### src/psq_map.svh
// Register offsets, field positions, reset values and timing counts of the power sequencer.
// Assumes a 25 MHz system clock and a 32-bit APB register port.
`ifndef PSQ_MAP_SVH
`define PSQ_MAP_SVH

// ----------------------------------------------------------------------------
// Register byte offsets
// ----------------------------------------------------------------------------
`define PSQ_GEN_OFF 8'h00
`define PSQ_SLOT_OFF 8'h04
`define PSQ_BUCK_OFF 8'h08
`define PSQ_EN_OFF 8'h0C
`define PSQ_POL_OFF 8'h10
`define PSQ_STAT_OFF 8'h14
`define PSQ_FLAG_OFF 8'h18

// ----------------------------------------------------------------------------
// Field positions
// ----------------------------------------------------------------------------
`define PSQ_GEN_STEP_BIT 4
`define PSQ_EN_MODE_BIT 6
`define PSQ_EN_BANK_BIT 7
`define PSQ_POL_THERMAL_RESTART_POLICY_LO 6

// ----------------------------------------------------------------------------
// Reset values
// ----------------------------------------------------------------------------
`define PSQ_SLOT_RST 18'h358C8
`define PSQ_BUCK_RST 12'h513
`define PSQ_EN_RST 8'h80
`define PSQ_POL_RST 8'h3F

// ----------------------------------------------------------------------------
// Timing: figures and derived cycle counts at 25 MHz
// ----------------------------------------------------------------------------
`define PSQ_CLK_MHZ 25
`define PSQ_TICK_US 128
`define PSQ_TICK_CYC (`PSQ_TICK_US * `PSQ_CLK_MHZ)
`define PSQ_BLANK_US 50
`define PSQ_BLANK_CYC (`PSQ_BLANK_US * `PSQ_CLK_MHZ)
`define PSQ_BIAS_US 32
`define PSQ_BIAS_CYC (`PSQ_BIAS_US * `PSQ_CLK_MHZ)
`define PSQ_STEP_FAST_NS 2670
`define PSQ_STEP_FAST_CYC ((`PSQ_STEP_FAST_NS * `PSQ_CLK_MHZ) / 1000)
`define PSQ_STEP_SLOW_NS 10670
`define PSQ_STEP_SLOW_CYC ((`PSQ_STEP_SLOW_NS * `PSQ_CLK_MHZ) / 1000)
`define PSQ_PG_TICKS 16
`define PSQ_SEQ_TICKS 8

`endif

### src/psq_pkg.sv
// Types shared by the power sequencer: state encoding and carried signal groups.
// Assumes psq_map.svh for all numbers.
package psq_pkg;
    // Sequencer states, one-hot
    typedef enum logic [4:0] {
        PSQ_OFF = 5'h01,
        PSQ_BIAS = 5'h02,
        PSQ_DELAY = 5'h04,
        PSQ_UP = 5'h08,
        PSQ_DOWN = 5'h10
    } psq_state_t;

    // Live status inputs from analog monitors
    typedef struct packed {
        logic thermal_shutdown;
        logic warn;
        logic undervoltage_lockout;
    } psq_mon_t;

    // Outputs steering the analog regulators
    typedef struct packed {
        logic [5:0] rail_en;
        logic [5:0] discharge;
        logic buck_pwm;
        logic [4:0] buck_ref;
    } psq_ctl_t;
endpackage

### src/psq_ctrl.sv
// Power sequencer control: hardware-enable sequencing, buck ramp, status and flags, APB regs.
// Assumes an APB master on sys_clk_i, asynchronous pins synchronised here, analog beyond.
//
// Added by the designer: the placing of the registers and the APB interface to the registers.
`timescale 1ns/1ps
`include "psq_map.svh"

module psq_ctrl (
    input wire logic sys_clk_i,
    input wire logic nrst_i,
    input wire logic hw_enable_pin_i,
    input wire psq_pkg::psq_mon_t mon_i,
    input wire logic bus_present_i,
    input wire logic psel_i,
    input wire logic penable_i,
    input wire logic pwrite_i,
    input wire logic [7:0] paddr_i,
    input wire logic [31:0] pwdata_i,
    output logic [31:0] prdata_o,
    output logic pready_o,
    output logic pslverr_o,
    output psq_pkg::psq_ctl_t ctl_o
);
    import psq_pkg::*;

    // ------------------------------------------------------------------------
    // Synchronisers and edges
    // ------------------------------------------------------------------------
    logic [4:0] sync1_r;
    logic [4:0] sync2_r;
    logic en_d_r;
    logic [3:0] src_d_r;
    logic en_s;
    logic en_rise;
    logic en_fall;
    logic [3:0] src_s;

    // Two-flop capture of enable pin, monitor and bus presence levels
    always_ff @(posedge sys_clk_i or negedge nrst_i) begin
        if (!nrst_i) begin
            sync1_r <= 5'h10; // Bus counted present until sampled
            sync2_r <= 5'h10;
        end else begin
            sync1_r <= {bus_present_i, mon_i, hw_enable_pin_i};
            sync2_r <= sync1_r;
        end
    end

    assign en_s = sync2_r[0];
    assign en_rise = en_s & ~en_d_r;
    assign en_fall = ~en_s & en_d_r;

    // ------------------------------------------------------------------------
    // Tick counter and sequencer
    // ------------------------------------------------------------------------
    psq_state_t state_r;
    logic [11:0] tick_cnt_r;
    logic tick;
    logic [11:0] blank_cnt_r;
    logic blank;
    logic [3:0] step_r;
    logic [4:0] pg_cnt_r;
    logic pg_r;
    logic pus_done;
    logic soft_rst;
    logic [17:0] slot_r;
    logic [7:0] en_r;
    logic [7:0] pol_r;
    logic step_sel_r;
    logic [11:0] buck_r;
    logic [5:0] rail_r;
    logic [5:0] dis_r;
    logic [5:0] seq_on;

    assign tick = (tick_cnt_r == 12'(`PSQ_TICK_CYC - 1));

    // 128 us tick, restarted on enable rise, shared by the sequencer and power-good delays
    always_ff @(posedge sys_clk_i or negedge nrst_i) begin
        if (!nrst_i) begin
            tick_cnt_r <= 12'h000;
        end else if (tick || en_rise) begin
            tick_cnt_r <= 12'h000;
        end else begin
            tick_cnt_r <= tick_cnt_r + 12'h001;
        end
    end

    // Slot i compares its 3-bit code against the tick step
    genvar gi;
    generate
        for (gi = 0; gi < 6; gi++) begin : g_slot
            assign seq_on[gi] = (step_r > {1'b0, slot_r[gi*3 +: 3]});
        end
    endgenerate

    assign pus_done = (state_r == PSQ_UP) && (step_r == 4'(`PSQ_SEQ_TICKS));

    // Sequencer state and tick step
    always_ff @(posedge sys_clk_i or negedge nrst_i) begin
        if (!nrst_i) begin
            state_r <= PSQ_OFF;
            step_r <= 4'h0;
            en_d_r <= 1'b0;
        end else begin
            en_d_r <= en_s;
            case (state_r)
                PSQ_OFF: begin
                    if (en_rise) begin
                        state_r <= PSQ_BIAS;
                        step_r <= 4'h0;
                    end
                end
                PSQ_BIAS: begin
                    if (en_fall) begin
                        state_r <= PSQ_OFF;
                    end else if (tick) begin
                        state_r <= PSQ_DELAY;
                        step_r <= 4'h0;
                    end
                end
                PSQ_DELAY: begin
                    if (en_fall) begin
                        state_r <= PSQ_OFF;
                    end else if (tick && step_r >= {1'b0, pol_r[2:0]}) begin
                        state_r <= PSQ_UP;
                        step_r <= 4'h0;
                    end else if (tick) begin
                        step_r <= step_r + 4'h1;
                    end
                end
                PSQ_UP: begin
                    if (en_fall) begin
                        state_r <= PSQ_DOWN;
                        step_r <= 4'(`PSQ_SEQ_TICKS);
                    end else if (tick && !pus_done) begin
                        step_r <= step_r + 4'h1;
                    end
                end
                PSQ_DOWN: begin
                    if (en_rise) begin
                        state_r <= PSQ_BIAS;
                        step_r <= 4'h0;
                    end else if (tick && step_r == 4'h0) begin
                        state_r <= PSQ_OFF;
                    end else if (tick) begin
                        step_r <= step_r - 4'h1;
                    end
                end
                default: state_r <= PSQ_OFF;
            endcase
        end
    end

    // Blanking window after enable: bus refused for 50 us
    always_ff @(posedge sys_clk_i or negedge nrst_i) begin
        if (!nrst_i) begin
            blank_cnt_r <= 12'h000;
        end else if (en_rise) begin
            blank_cnt_r <= 12'(`PSQ_BLANK_CYC);
        end else if (blank_cnt_r != 12'h000) begin
            blank_cnt_r <= blank_cnt_r - 12'h001;
        end
    end
    assign blank = (blank_cnt_r != 12'h000);

    // Rail enables: sequence slots in power up, register enables override after
    always_ff @(posedge sys_clk_i or negedge nrst_i) begin
        if (!nrst_i) begin
            rail_r <= 6'h00;
            dis_r <= 6'h3F;
        end else begin
            case (state_r)
                PSQ_UP: begin
                    rail_r <= seq_on & en_r[5:0];
                    dis_r <= ~(seq_on & en_r[5:0]) & pol_r[5:0];
                end
                PSQ_DOWN: begin
                    rail_r <= rail_r & seq_on;
                    dis_r <= 6'h3F;
                end
                PSQ_DELAY: begin
                    rail_r <= 6'h00;
                    dis_r <= 6'h3F;
                end
                default: begin
                    rail_r <= 6'h00;
                    dis_r <= 6'h3F;
                end
            endcase
        end
    end

    // Power-good: low during sequence plus 16 ticks, then high
    always_ff @(posedge sys_clk_i or negedge nrst_i) begin
        if (!nrst_i) begin
            pg_cnt_r <= 5'h00;
            pg_r <= 1'b0;
        end else if (!pus_done) begin
            pg_cnt_r <= 5'h00;
            pg_r <= 1'b0;
        end else if (tick && pg_cnt_r != 5'(`PSQ_PG_TICKS)) begin
            pg_cnt_r <= pg_cnt_r + 5'h01;
        end else if (pg_cnt_r == 5'(`PSQ_PG_TICKS)) begin
            pg_r <= 1'b1;
        end
    end

    // ------------------------------------------------------------------------
    // Buck reference ramp
    // ------------------------------------------------------------------------
    logic [9:0] ramp_cnt_r;
    logic [4:0] ref_r;
    logic [4:0] target;
    logic [9:0] step_len;
    logic buck_wait;
    logic [9:0] bias_cnt_r;

    assign target = en_r[`PSQ_EN_BANK_BIT] ? buck_r[4:0] : buck_r[10:6];
    assign step_len = step_sel_r ? 10'(`PSQ_STEP_SLOW_CYC) : 10'(`PSQ_STEP_FAST_CYC);

    // Buck bias delay before the reference may leave zero
    always_ff @(posedge sys_clk_i or negedge nrst_i) begin
        if (!nrst_i) begin
            bias_cnt_r <= 10'h000;
        end else if (!rail_r[0]) begin
            bias_cnt_r <= 10'h000;
        end else if (bias_cnt_r != 10'(`PSQ_BIAS_CYC)) begin
            bias_cnt_r <= bias_cnt_r + 10'h001;
        end
    end
    assign buck_wait = (bias_cnt_r != 10'(`PSQ_BIAS_CYC));

    // One step per step time, both directions
    always_ff @(posedge sys_clk_i or negedge nrst_i) begin
        if (!nrst_i) begin
            ramp_cnt_r <= 10'h000;
            ref_r <= 5'h00;
        end else if (buck_wait) begin
            ramp_cnt_r <= 10'h000;
            ref_r <= 5'h00;
        end else if (ramp_cnt_r < step_len - 10'h001) begin
            ramp_cnt_r <= ramp_cnt_r + 10'h001;
        end else begin
            ramp_cnt_r <= 10'h000;
            if (ref_r < target) begin
                ref_r <= ref_r + 5'h01;
            end else if (ref_r > target) begin
                ref_r <= ref_r - 5'h01;
            end
        end
    end

    // Regulator control group, one driver for the whole struct
    assign ctl_o = {rail_r, dis_r, en_r[`PSQ_EN_MODE_BIT], ref_r};

    // ------------------------------------------------------------------------
    // Interrupt flags and APB registers
    // ------------------------------------------------------------------------
    logic [3:0] flag_r;
    logic [3:0] src;
    logic wr;
    logic rd;
    logic rd_flag;
    logic [3:0] flag_clr;

    assign src = {src_s[3:1], pg_r}; // tsd, warn, undervoltage_lockout, power-good
    assign src_s = {sync2_r[3:1], 1'b0};
    assign wr = psel_i & penable_i & pwrite_i & ~blank;
    assign rd = psel_i & penable_i & ~pwrite_i & ~blank;
    assign rd_flag = rd && (paddr_i == `PSQ_FLAG_OFF);
    assign soft_rst = (!en_s && !sync2_r[4])
        || (sync2_r[3] && !src_d_r[3] && pol_r[7:`PSQ_POL_THERMAL_RESTART_POLICY_LO] == 2'b00)
        || sync2_r[1];
    // A read clears only the flags it returned, so a later event is not lost
    assign flag_clr = en_rise ? 4'hF : (rd_flag ? prdata_o[3:0] : 4'h0);

    // Dual edge detect; set beats clear
    always_ff @(posedge sys_clk_i or negedge nrst_i) begin
        if (!nrst_i) begin
            src_d_r <= 4'h0;
            flag_r <= 4'h0;
        end else begin
            src_d_r <= src;
            flag_r <= (flag_r & ~flag_clr) | (src ^ src_d_r);
        end
    end

    // Writable configuration; defaults forced on undervoltage, thermal shutdown with policy 00, or enable low with bus absent
    always_ff @(posedge sys_clk_i or negedge nrst_i) begin
        if (!nrst_i) begin
            slot_r <= `PSQ_SLOT_RST;
            buck_r <= `PSQ_BUCK_RST;
            en_r <= `PSQ_EN_RST;
            pol_r <= `PSQ_POL_RST;
            step_sel_r <= 1'b0;
        end else if (soft_rst) begin
            slot_r <= `PSQ_SLOT_RST;
            buck_r <= `PSQ_BUCK_RST;
            en_r <= `PSQ_EN_RST;
            pol_r <= `PSQ_POL_RST;
            step_sel_r <= 1'b0;
        end else if (wr) begin
            case (paddr_i)
                `PSQ_GEN_OFF: step_sel_r <= pwdata_i[`PSQ_GEN_STEP_BIT];
                `PSQ_SLOT_OFF: slot_r <= pwdata_i[17:0];
                `PSQ_BUCK_OFF: buck_r <= pwdata_i[11:0];
                `PSQ_EN_OFF: en_r <= pwdata_i[7:0];
                `PSQ_POL_OFF: pol_r <= pwdata_i[7:0];
                default: ;
            endcase
        end
    end

    // Read data register and error answer
    always_ff @(posedge sys_clk_i or negedge nrst_i) begin
        if (!nrst_i) begin
            prdata_o <= 32'h00000000;
        end else if (psel_i && !penable_i) begin
            case (paddr_i)
                `PSQ_GEN_OFF: prdata_o <= 32'({step_sel_r, 4'h0});
                `PSQ_SLOT_OFF: prdata_o <= 32'(slot_r);
                `PSQ_BUCK_OFF: prdata_o <= 32'(buck_r);
                `PSQ_EN_OFF: prdata_o <= 32'(en_r);
                `PSQ_POL_OFF: prdata_o <= 32'(pol_r);
                `PSQ_STAT_OFF: prdata_o <= 32'({rail_r, src});
                `PSQ_FLAG_OFF: prdata_o <= 32'(flag_r);
                default: prdata_o <= 32'h00000000;
            endcase
        end
    end

    assign pready_o = 1'b1;
    assign pslverr_o = psel_i & penable_i & (blank | (paddr_i > `PSQ_FLAG_OFF)
        | (paddr_i[1:0] != 2'b00));
endmodule // psq_ctrl

### config.mk
export PLATFORM = sky130hd
export DESIGN_NAME = psq_ctrl
export DESIGN_NICKNAME = d
export VERILOG_FILES = /design/src/psq_pkg.sv /design/src/psq_ctrl.sv
export VERILOG_INCLUDE_DIRS = /design/src
export SDC_FILE = /design/constraint.sdc
export NUM_CORES = 1
export LEC_CHECK = 0
export BUFFER_PORTS_ARGS = -buffer_cell sky130_fd_sc_hd__buf_4
export CAP_MARGIN = 10
export CORE_ASPECT_RATIO = 0.7
export CORE_MARGIN = 2
export CORE_UTILIZATION = 55
export CTS_BUF_LIST = sky130_fd_sc_hd__clkbuf_16
export DETAILED_ROUTE_END_ITERATION = 6
export GPL_TIMING_DRIVEN = 0
export PLACE_DENSITY = 0.76
export SLEW_MARGIN = 10
export SYNTH_ARGS = -nofsm -noshare
export SYNTH_HDL_FRONTEND = slang
export SYNTH_SLANG_ARGS = --single-unit
### constraint.sdc
create_clock -name sys_clk_i -period 3.5 [get_ports sys_clk_i]
set_input_delay 0.35 -clock sys_clk_i [delete_from_list [all_inputs] [get_ports sys_clk_i]]
set_output_delay 0.35 -clock sys_clk_i [all_outputs]
set_load 0.01 [all_outputs]
==> metrics.md <==
| Metric | Value |
|---|---|
| Status | `completed` |
| CP Max Fanout | `8` |
| Clock Path Buffers | `2` |
| Synth top area share | `approximately two fifths` |
| CORE AREA | `0.0149 mm2` |
| Worst hold stages | `1` |
| Die Span Y | `108 um` |
| Port Buffer Count | `between 70 and 80` |
| Cts bufs inserted | `17` |
| RSZ-0062 raised after global routing | `false` |
| Max-slew violations | `0` |
| Vias per cell | `between 5 and 6` |
| Hold_ws | `0.0239 ns` |
| Max Cap Viol | `0` |
| Relative max-transition margin | `between 20% and 30%` |
| Vias in the first global route | `6759` |
| TritonCTS clock tree | `built` |
| CP required | `3.86 ns` |
| Area delta synth->final | `17.5%` |
| Post-synth EDFFs | `0` |
| Least-Margin Pin Slew | `about 1.2 ns` |
| RR Startpoint | `en_r[7]` |
| Tcrit/Tclk final | `91.5%` |
| CP max-delay cell | `dfstp_2` |
| Setup TNS | `0 ns` |
| Most frequent cells in the layout | `dfrtp_1 (131), nand2_1 (130), buf_4 (86), a21oi_1 (57), nor2_1 (56)` |
| Drt pass-1 iters | `6` |
| Residual DRC | `0` |
| Utilization after layout | `67.0%` |
| FF-to-FF End | `ref_r[4]` |
| Slowest stage delay, CP | `0.63 ns` |
| Critical path capture point type | `flop` |
| Wire length per cell | `~18 um` |
| Cell family with most CP delay | `compound AO/OA/AOI/OAI gates` |
| FF-to-FF setup slack | `0.30 ns` |
| Top FF cell, synth | `dfrtp_1` |
| Clock Latency Late Sink | `0.43 ns` |
| Seq/Total Area, Yosys | `47.5%` |
| DR iter-0 viols | `562` |
| Pleak | `4.58 nW` |
| WHS Endpoint | `sync1_r[3]` |
| Hold wc startpoint | `mon_i[2]` |
| PD cells | `472 mW/mm2` |
| Diode count | `0` |
| Nets | `1095` |
| Io pins | `102` |
| Initial Utilization | `57.0%` |
| CP cell instances | `mux2i_1 > ha_1 > a21o_1 > a21oi_1 > nand2_1 > fa_1 > a21o_1 > a21o_1 > nor2_1 > mux2i_1 > or3_1 > a21oi_1` |
| # rows | `37` |
| Crit path DAT | `3.56 ns` |
| Die W | `153 um` |
| Clock transition at path regs | `approximately 0.070 ns` |
| Layout Cells excl Fill | `roughly 1200` |
| Fin. Hold Viols | `0` |
| Hold Path Class | `primary input to flop` |
| Critical path class | `flop to flop` |
| Post-DP HPWL | `about 15000 um` |
| R2r worst-path depth | `12` |
| Commonest non-fill, non-tap cell in the layout | `dfrtp_1` |
| Gr ovfl total | `0` |
| Global-route wire length before repair | `35100 um` |
| Most frequent CP cell | `a21o_1` |
| Die area | `between 0.015 and 0.02 mm2` |
| Initial antenna violation count | `0` |
| Sink Count | `160` |
| Yosys top cell by area | `dfrtp_1` |
| Vias | `6963` |
| Ys async rst share | `100%` |
| Largest net degree at the start of global routing | `88` |
| Synth unique cells | `63` |
| Setup violations, final | `0` |
| #FFs+latches synth | `160` |
| Startpoint Class | `flop` |
| WP buf/inv | `0` |
| Global Route Usage Sum | `27.2%` |
| Synthesized area | `0.00850 mm2` |
| DRT Wirelength | `between 20000 and 25000 um` |
| Placed insts | `roughly 1200` |
| DRT antenna net count | `0` |
| Syn Area/Cell | `9.51 um2` |
| Max Clock Freq | `312 MHz` |
| Share of cells above drive strength 1 | `17.2%` |
| Clock root buffer | `clkbuf_16` |
| Htree depth | `4` |
| Synth area leaders | `dfrtp_1 (39%), dfstp_2 (9.0%), ha_1 (6.8%)` |
| Post-Syn Instances | `894` |
| Synth warn | `0` |
| GPL Wtd Cong | `0.929` |
| Minimum clock period | `about 3.2 ns` |
| VDD IR max | `0.000350 V` |
| Setup Skew | `roughly 0.0078 ns` |
==> worst max-delay path by stage <==
| stage | from | to | cells past startpoint |
|---|---|---|---|
| floorplan | en_r[7] | ref_r[4] | 13 |
| global placement | en_r[7] | ref_r[4] | 13 |
| detailed placement | en_r[7] | ref_r[4] | 13 |
| CTS | en_r[7] | ref_r[4] | 13 |
| global route | en_r[7] | ref_r[4] | 12 |
| finish | en_r[7] | ref_r[4] | 12 |
==> where the power goes <==
part           internal [mW]  total [mW]  leakage (nW)  switching, mW
sequential              1.94        2.04          2.06          0.105
clock                   1.13        1.95         0.285          0.821
combinational          0.302       0.716          2.23          0.414
total                   3.37        4.71          4.58           1.34
==> logic make-up after synthesis <==
group | synth area share (%)
buffers and inverters | 5.05
and+or+nand+nor | 20.8
DFF | 47.5
AOI/OAI and AO/OA | 12.7
muxes | 2.19
adders and majority gates | 7.01
xor gates and xnor gates | 4.74
other | 0.0883
==> per-stage QoR <==
| stage | setup slack [ns] | total power, mW | area (um2) |
|---|---|---|---|
| after floorplan | 0.355 | 2.54 | 8550 |
| after CTS | 0.0363 | 4.71 | 9990 |
| after detailed placement | 0.0401 | 2.77 | 9370 |
| after global routing | 0.0955 | 4.90 | 9990 |
| after global placement | 0.145 | 2.74 | 9330 |
| final | 0.298 | 4.71 | 9990 |
==> what timing repair did <==
item | 4_1_cts | 5_1_grt
hold buffers | 1 | 0
hold endpoints to repair | 66 | 0
setup endpoints to repair | 0 | 1
gates resized for setup | 0 | 0
buffers inserted | 0 | 0
==> Yosys cell counts, types with 2 or more instances <==
| library cell | number |
|---|---|
| nand2b_1 | 16 |
| a21o_1 | 8 |
| dfstp_2 | 29 |
| xnor2_1 | 20 |
| or4_4 | 2 |
| a31oi_1 | 7 |
| nand3b_1 | 4 |
| a22o_1 | 12 |
| nor2b_1 | 17 |
| nor4_1 | 8 |
| and3_1 | 11 |
| a31o_1 | 3 |
| nand3_1 | 55 |
| o211ai_1 | 5 |
| and2_1 | 14 |
| buf_4 | 16 |
| conb_1 | 2 |
| or3_1 | 3 |
| clkbuf_8 | 2 |
| nor3_1 | 16 |
| nor2_1 | 56 |
| a2111oi_0 | 2 |
| o2bb2ai_1 | 4 |
| nand2_1 | 130 |
| a211oi_1 | 6 |
| ha_1 | 46 |
| or3_2 | 3 |
| inv_1 | 36 |
| a222oi_1 | 2 |
| mux2_2 | 5 |
| clkbuf_1 | 27 |
| a21oi_1 | 57 |
| dfrtp_1 | 131 |
| buf_2 | 6 |
| o21ai_0 | 41 |
| and3b_1 | 3 |
| a211o_1 | 3 |
| nor3b_1 | 4 |
| xor2_1 | 26 |
| a22oi_1 | 14 |
| nand4_1 | 8 |
| mux2i_1 | 13 |
==> worst reg2reg max path: stages (launching register included) <==
cell and delay, ns:
dfstp_2 0.63, mux2i_1 0.23, ha_1 0.27, a21o_1 0.18
a21oi_1 0.14, nand2_1 0.21, fa_1 0.48, a21o_1 0.20
a21o_1 0.18, nor2_1 0.09, mux2i_1 0.08, or3_1 0.31
a21oi_1 0.14
==> layer usage <==
layer | global-route usage [%] | vias up | wire, um
li1 | - | 3275 | -
met1 | 39.5 | 3357 | 9760
met2 | 40.6 | 289 | 9480
met3 | 5.89 | 42 | 1900
met4 | 9.59 | 0 | 449
met5 | 0 | - | 0
==> state kept, by name (all words and copies together) (netlist names), 6 cells and up <==
| name | flops |
|---|---|
| bias_cnt_r | 10 |
| blank_cnt_r | 12 |
| buck_r | 12 |
| dis_r | 6 |
| en_r | 8 |
| pol_r | 8 |
| prdata_o | 18 |
| rail_r | 6 |
| ramp_cnt_r | 10 |
| slot_r | 18 |
| tick_cnt_r | 12 |
==> cell type report <==
type | count | area [um2]
buffer | 52 | 290
clock buffer | 17 | 425
clock inverter | 15 | 184
fill | 1184 | 4920
inverter | 36 | 135
multi-input combinational | 658 | 4090
sequential | 160 | 4040
tap | 195 | 244
timing repair buffer | 73 | 578
No activity file was read; power rests on OpenSTA's default activity.
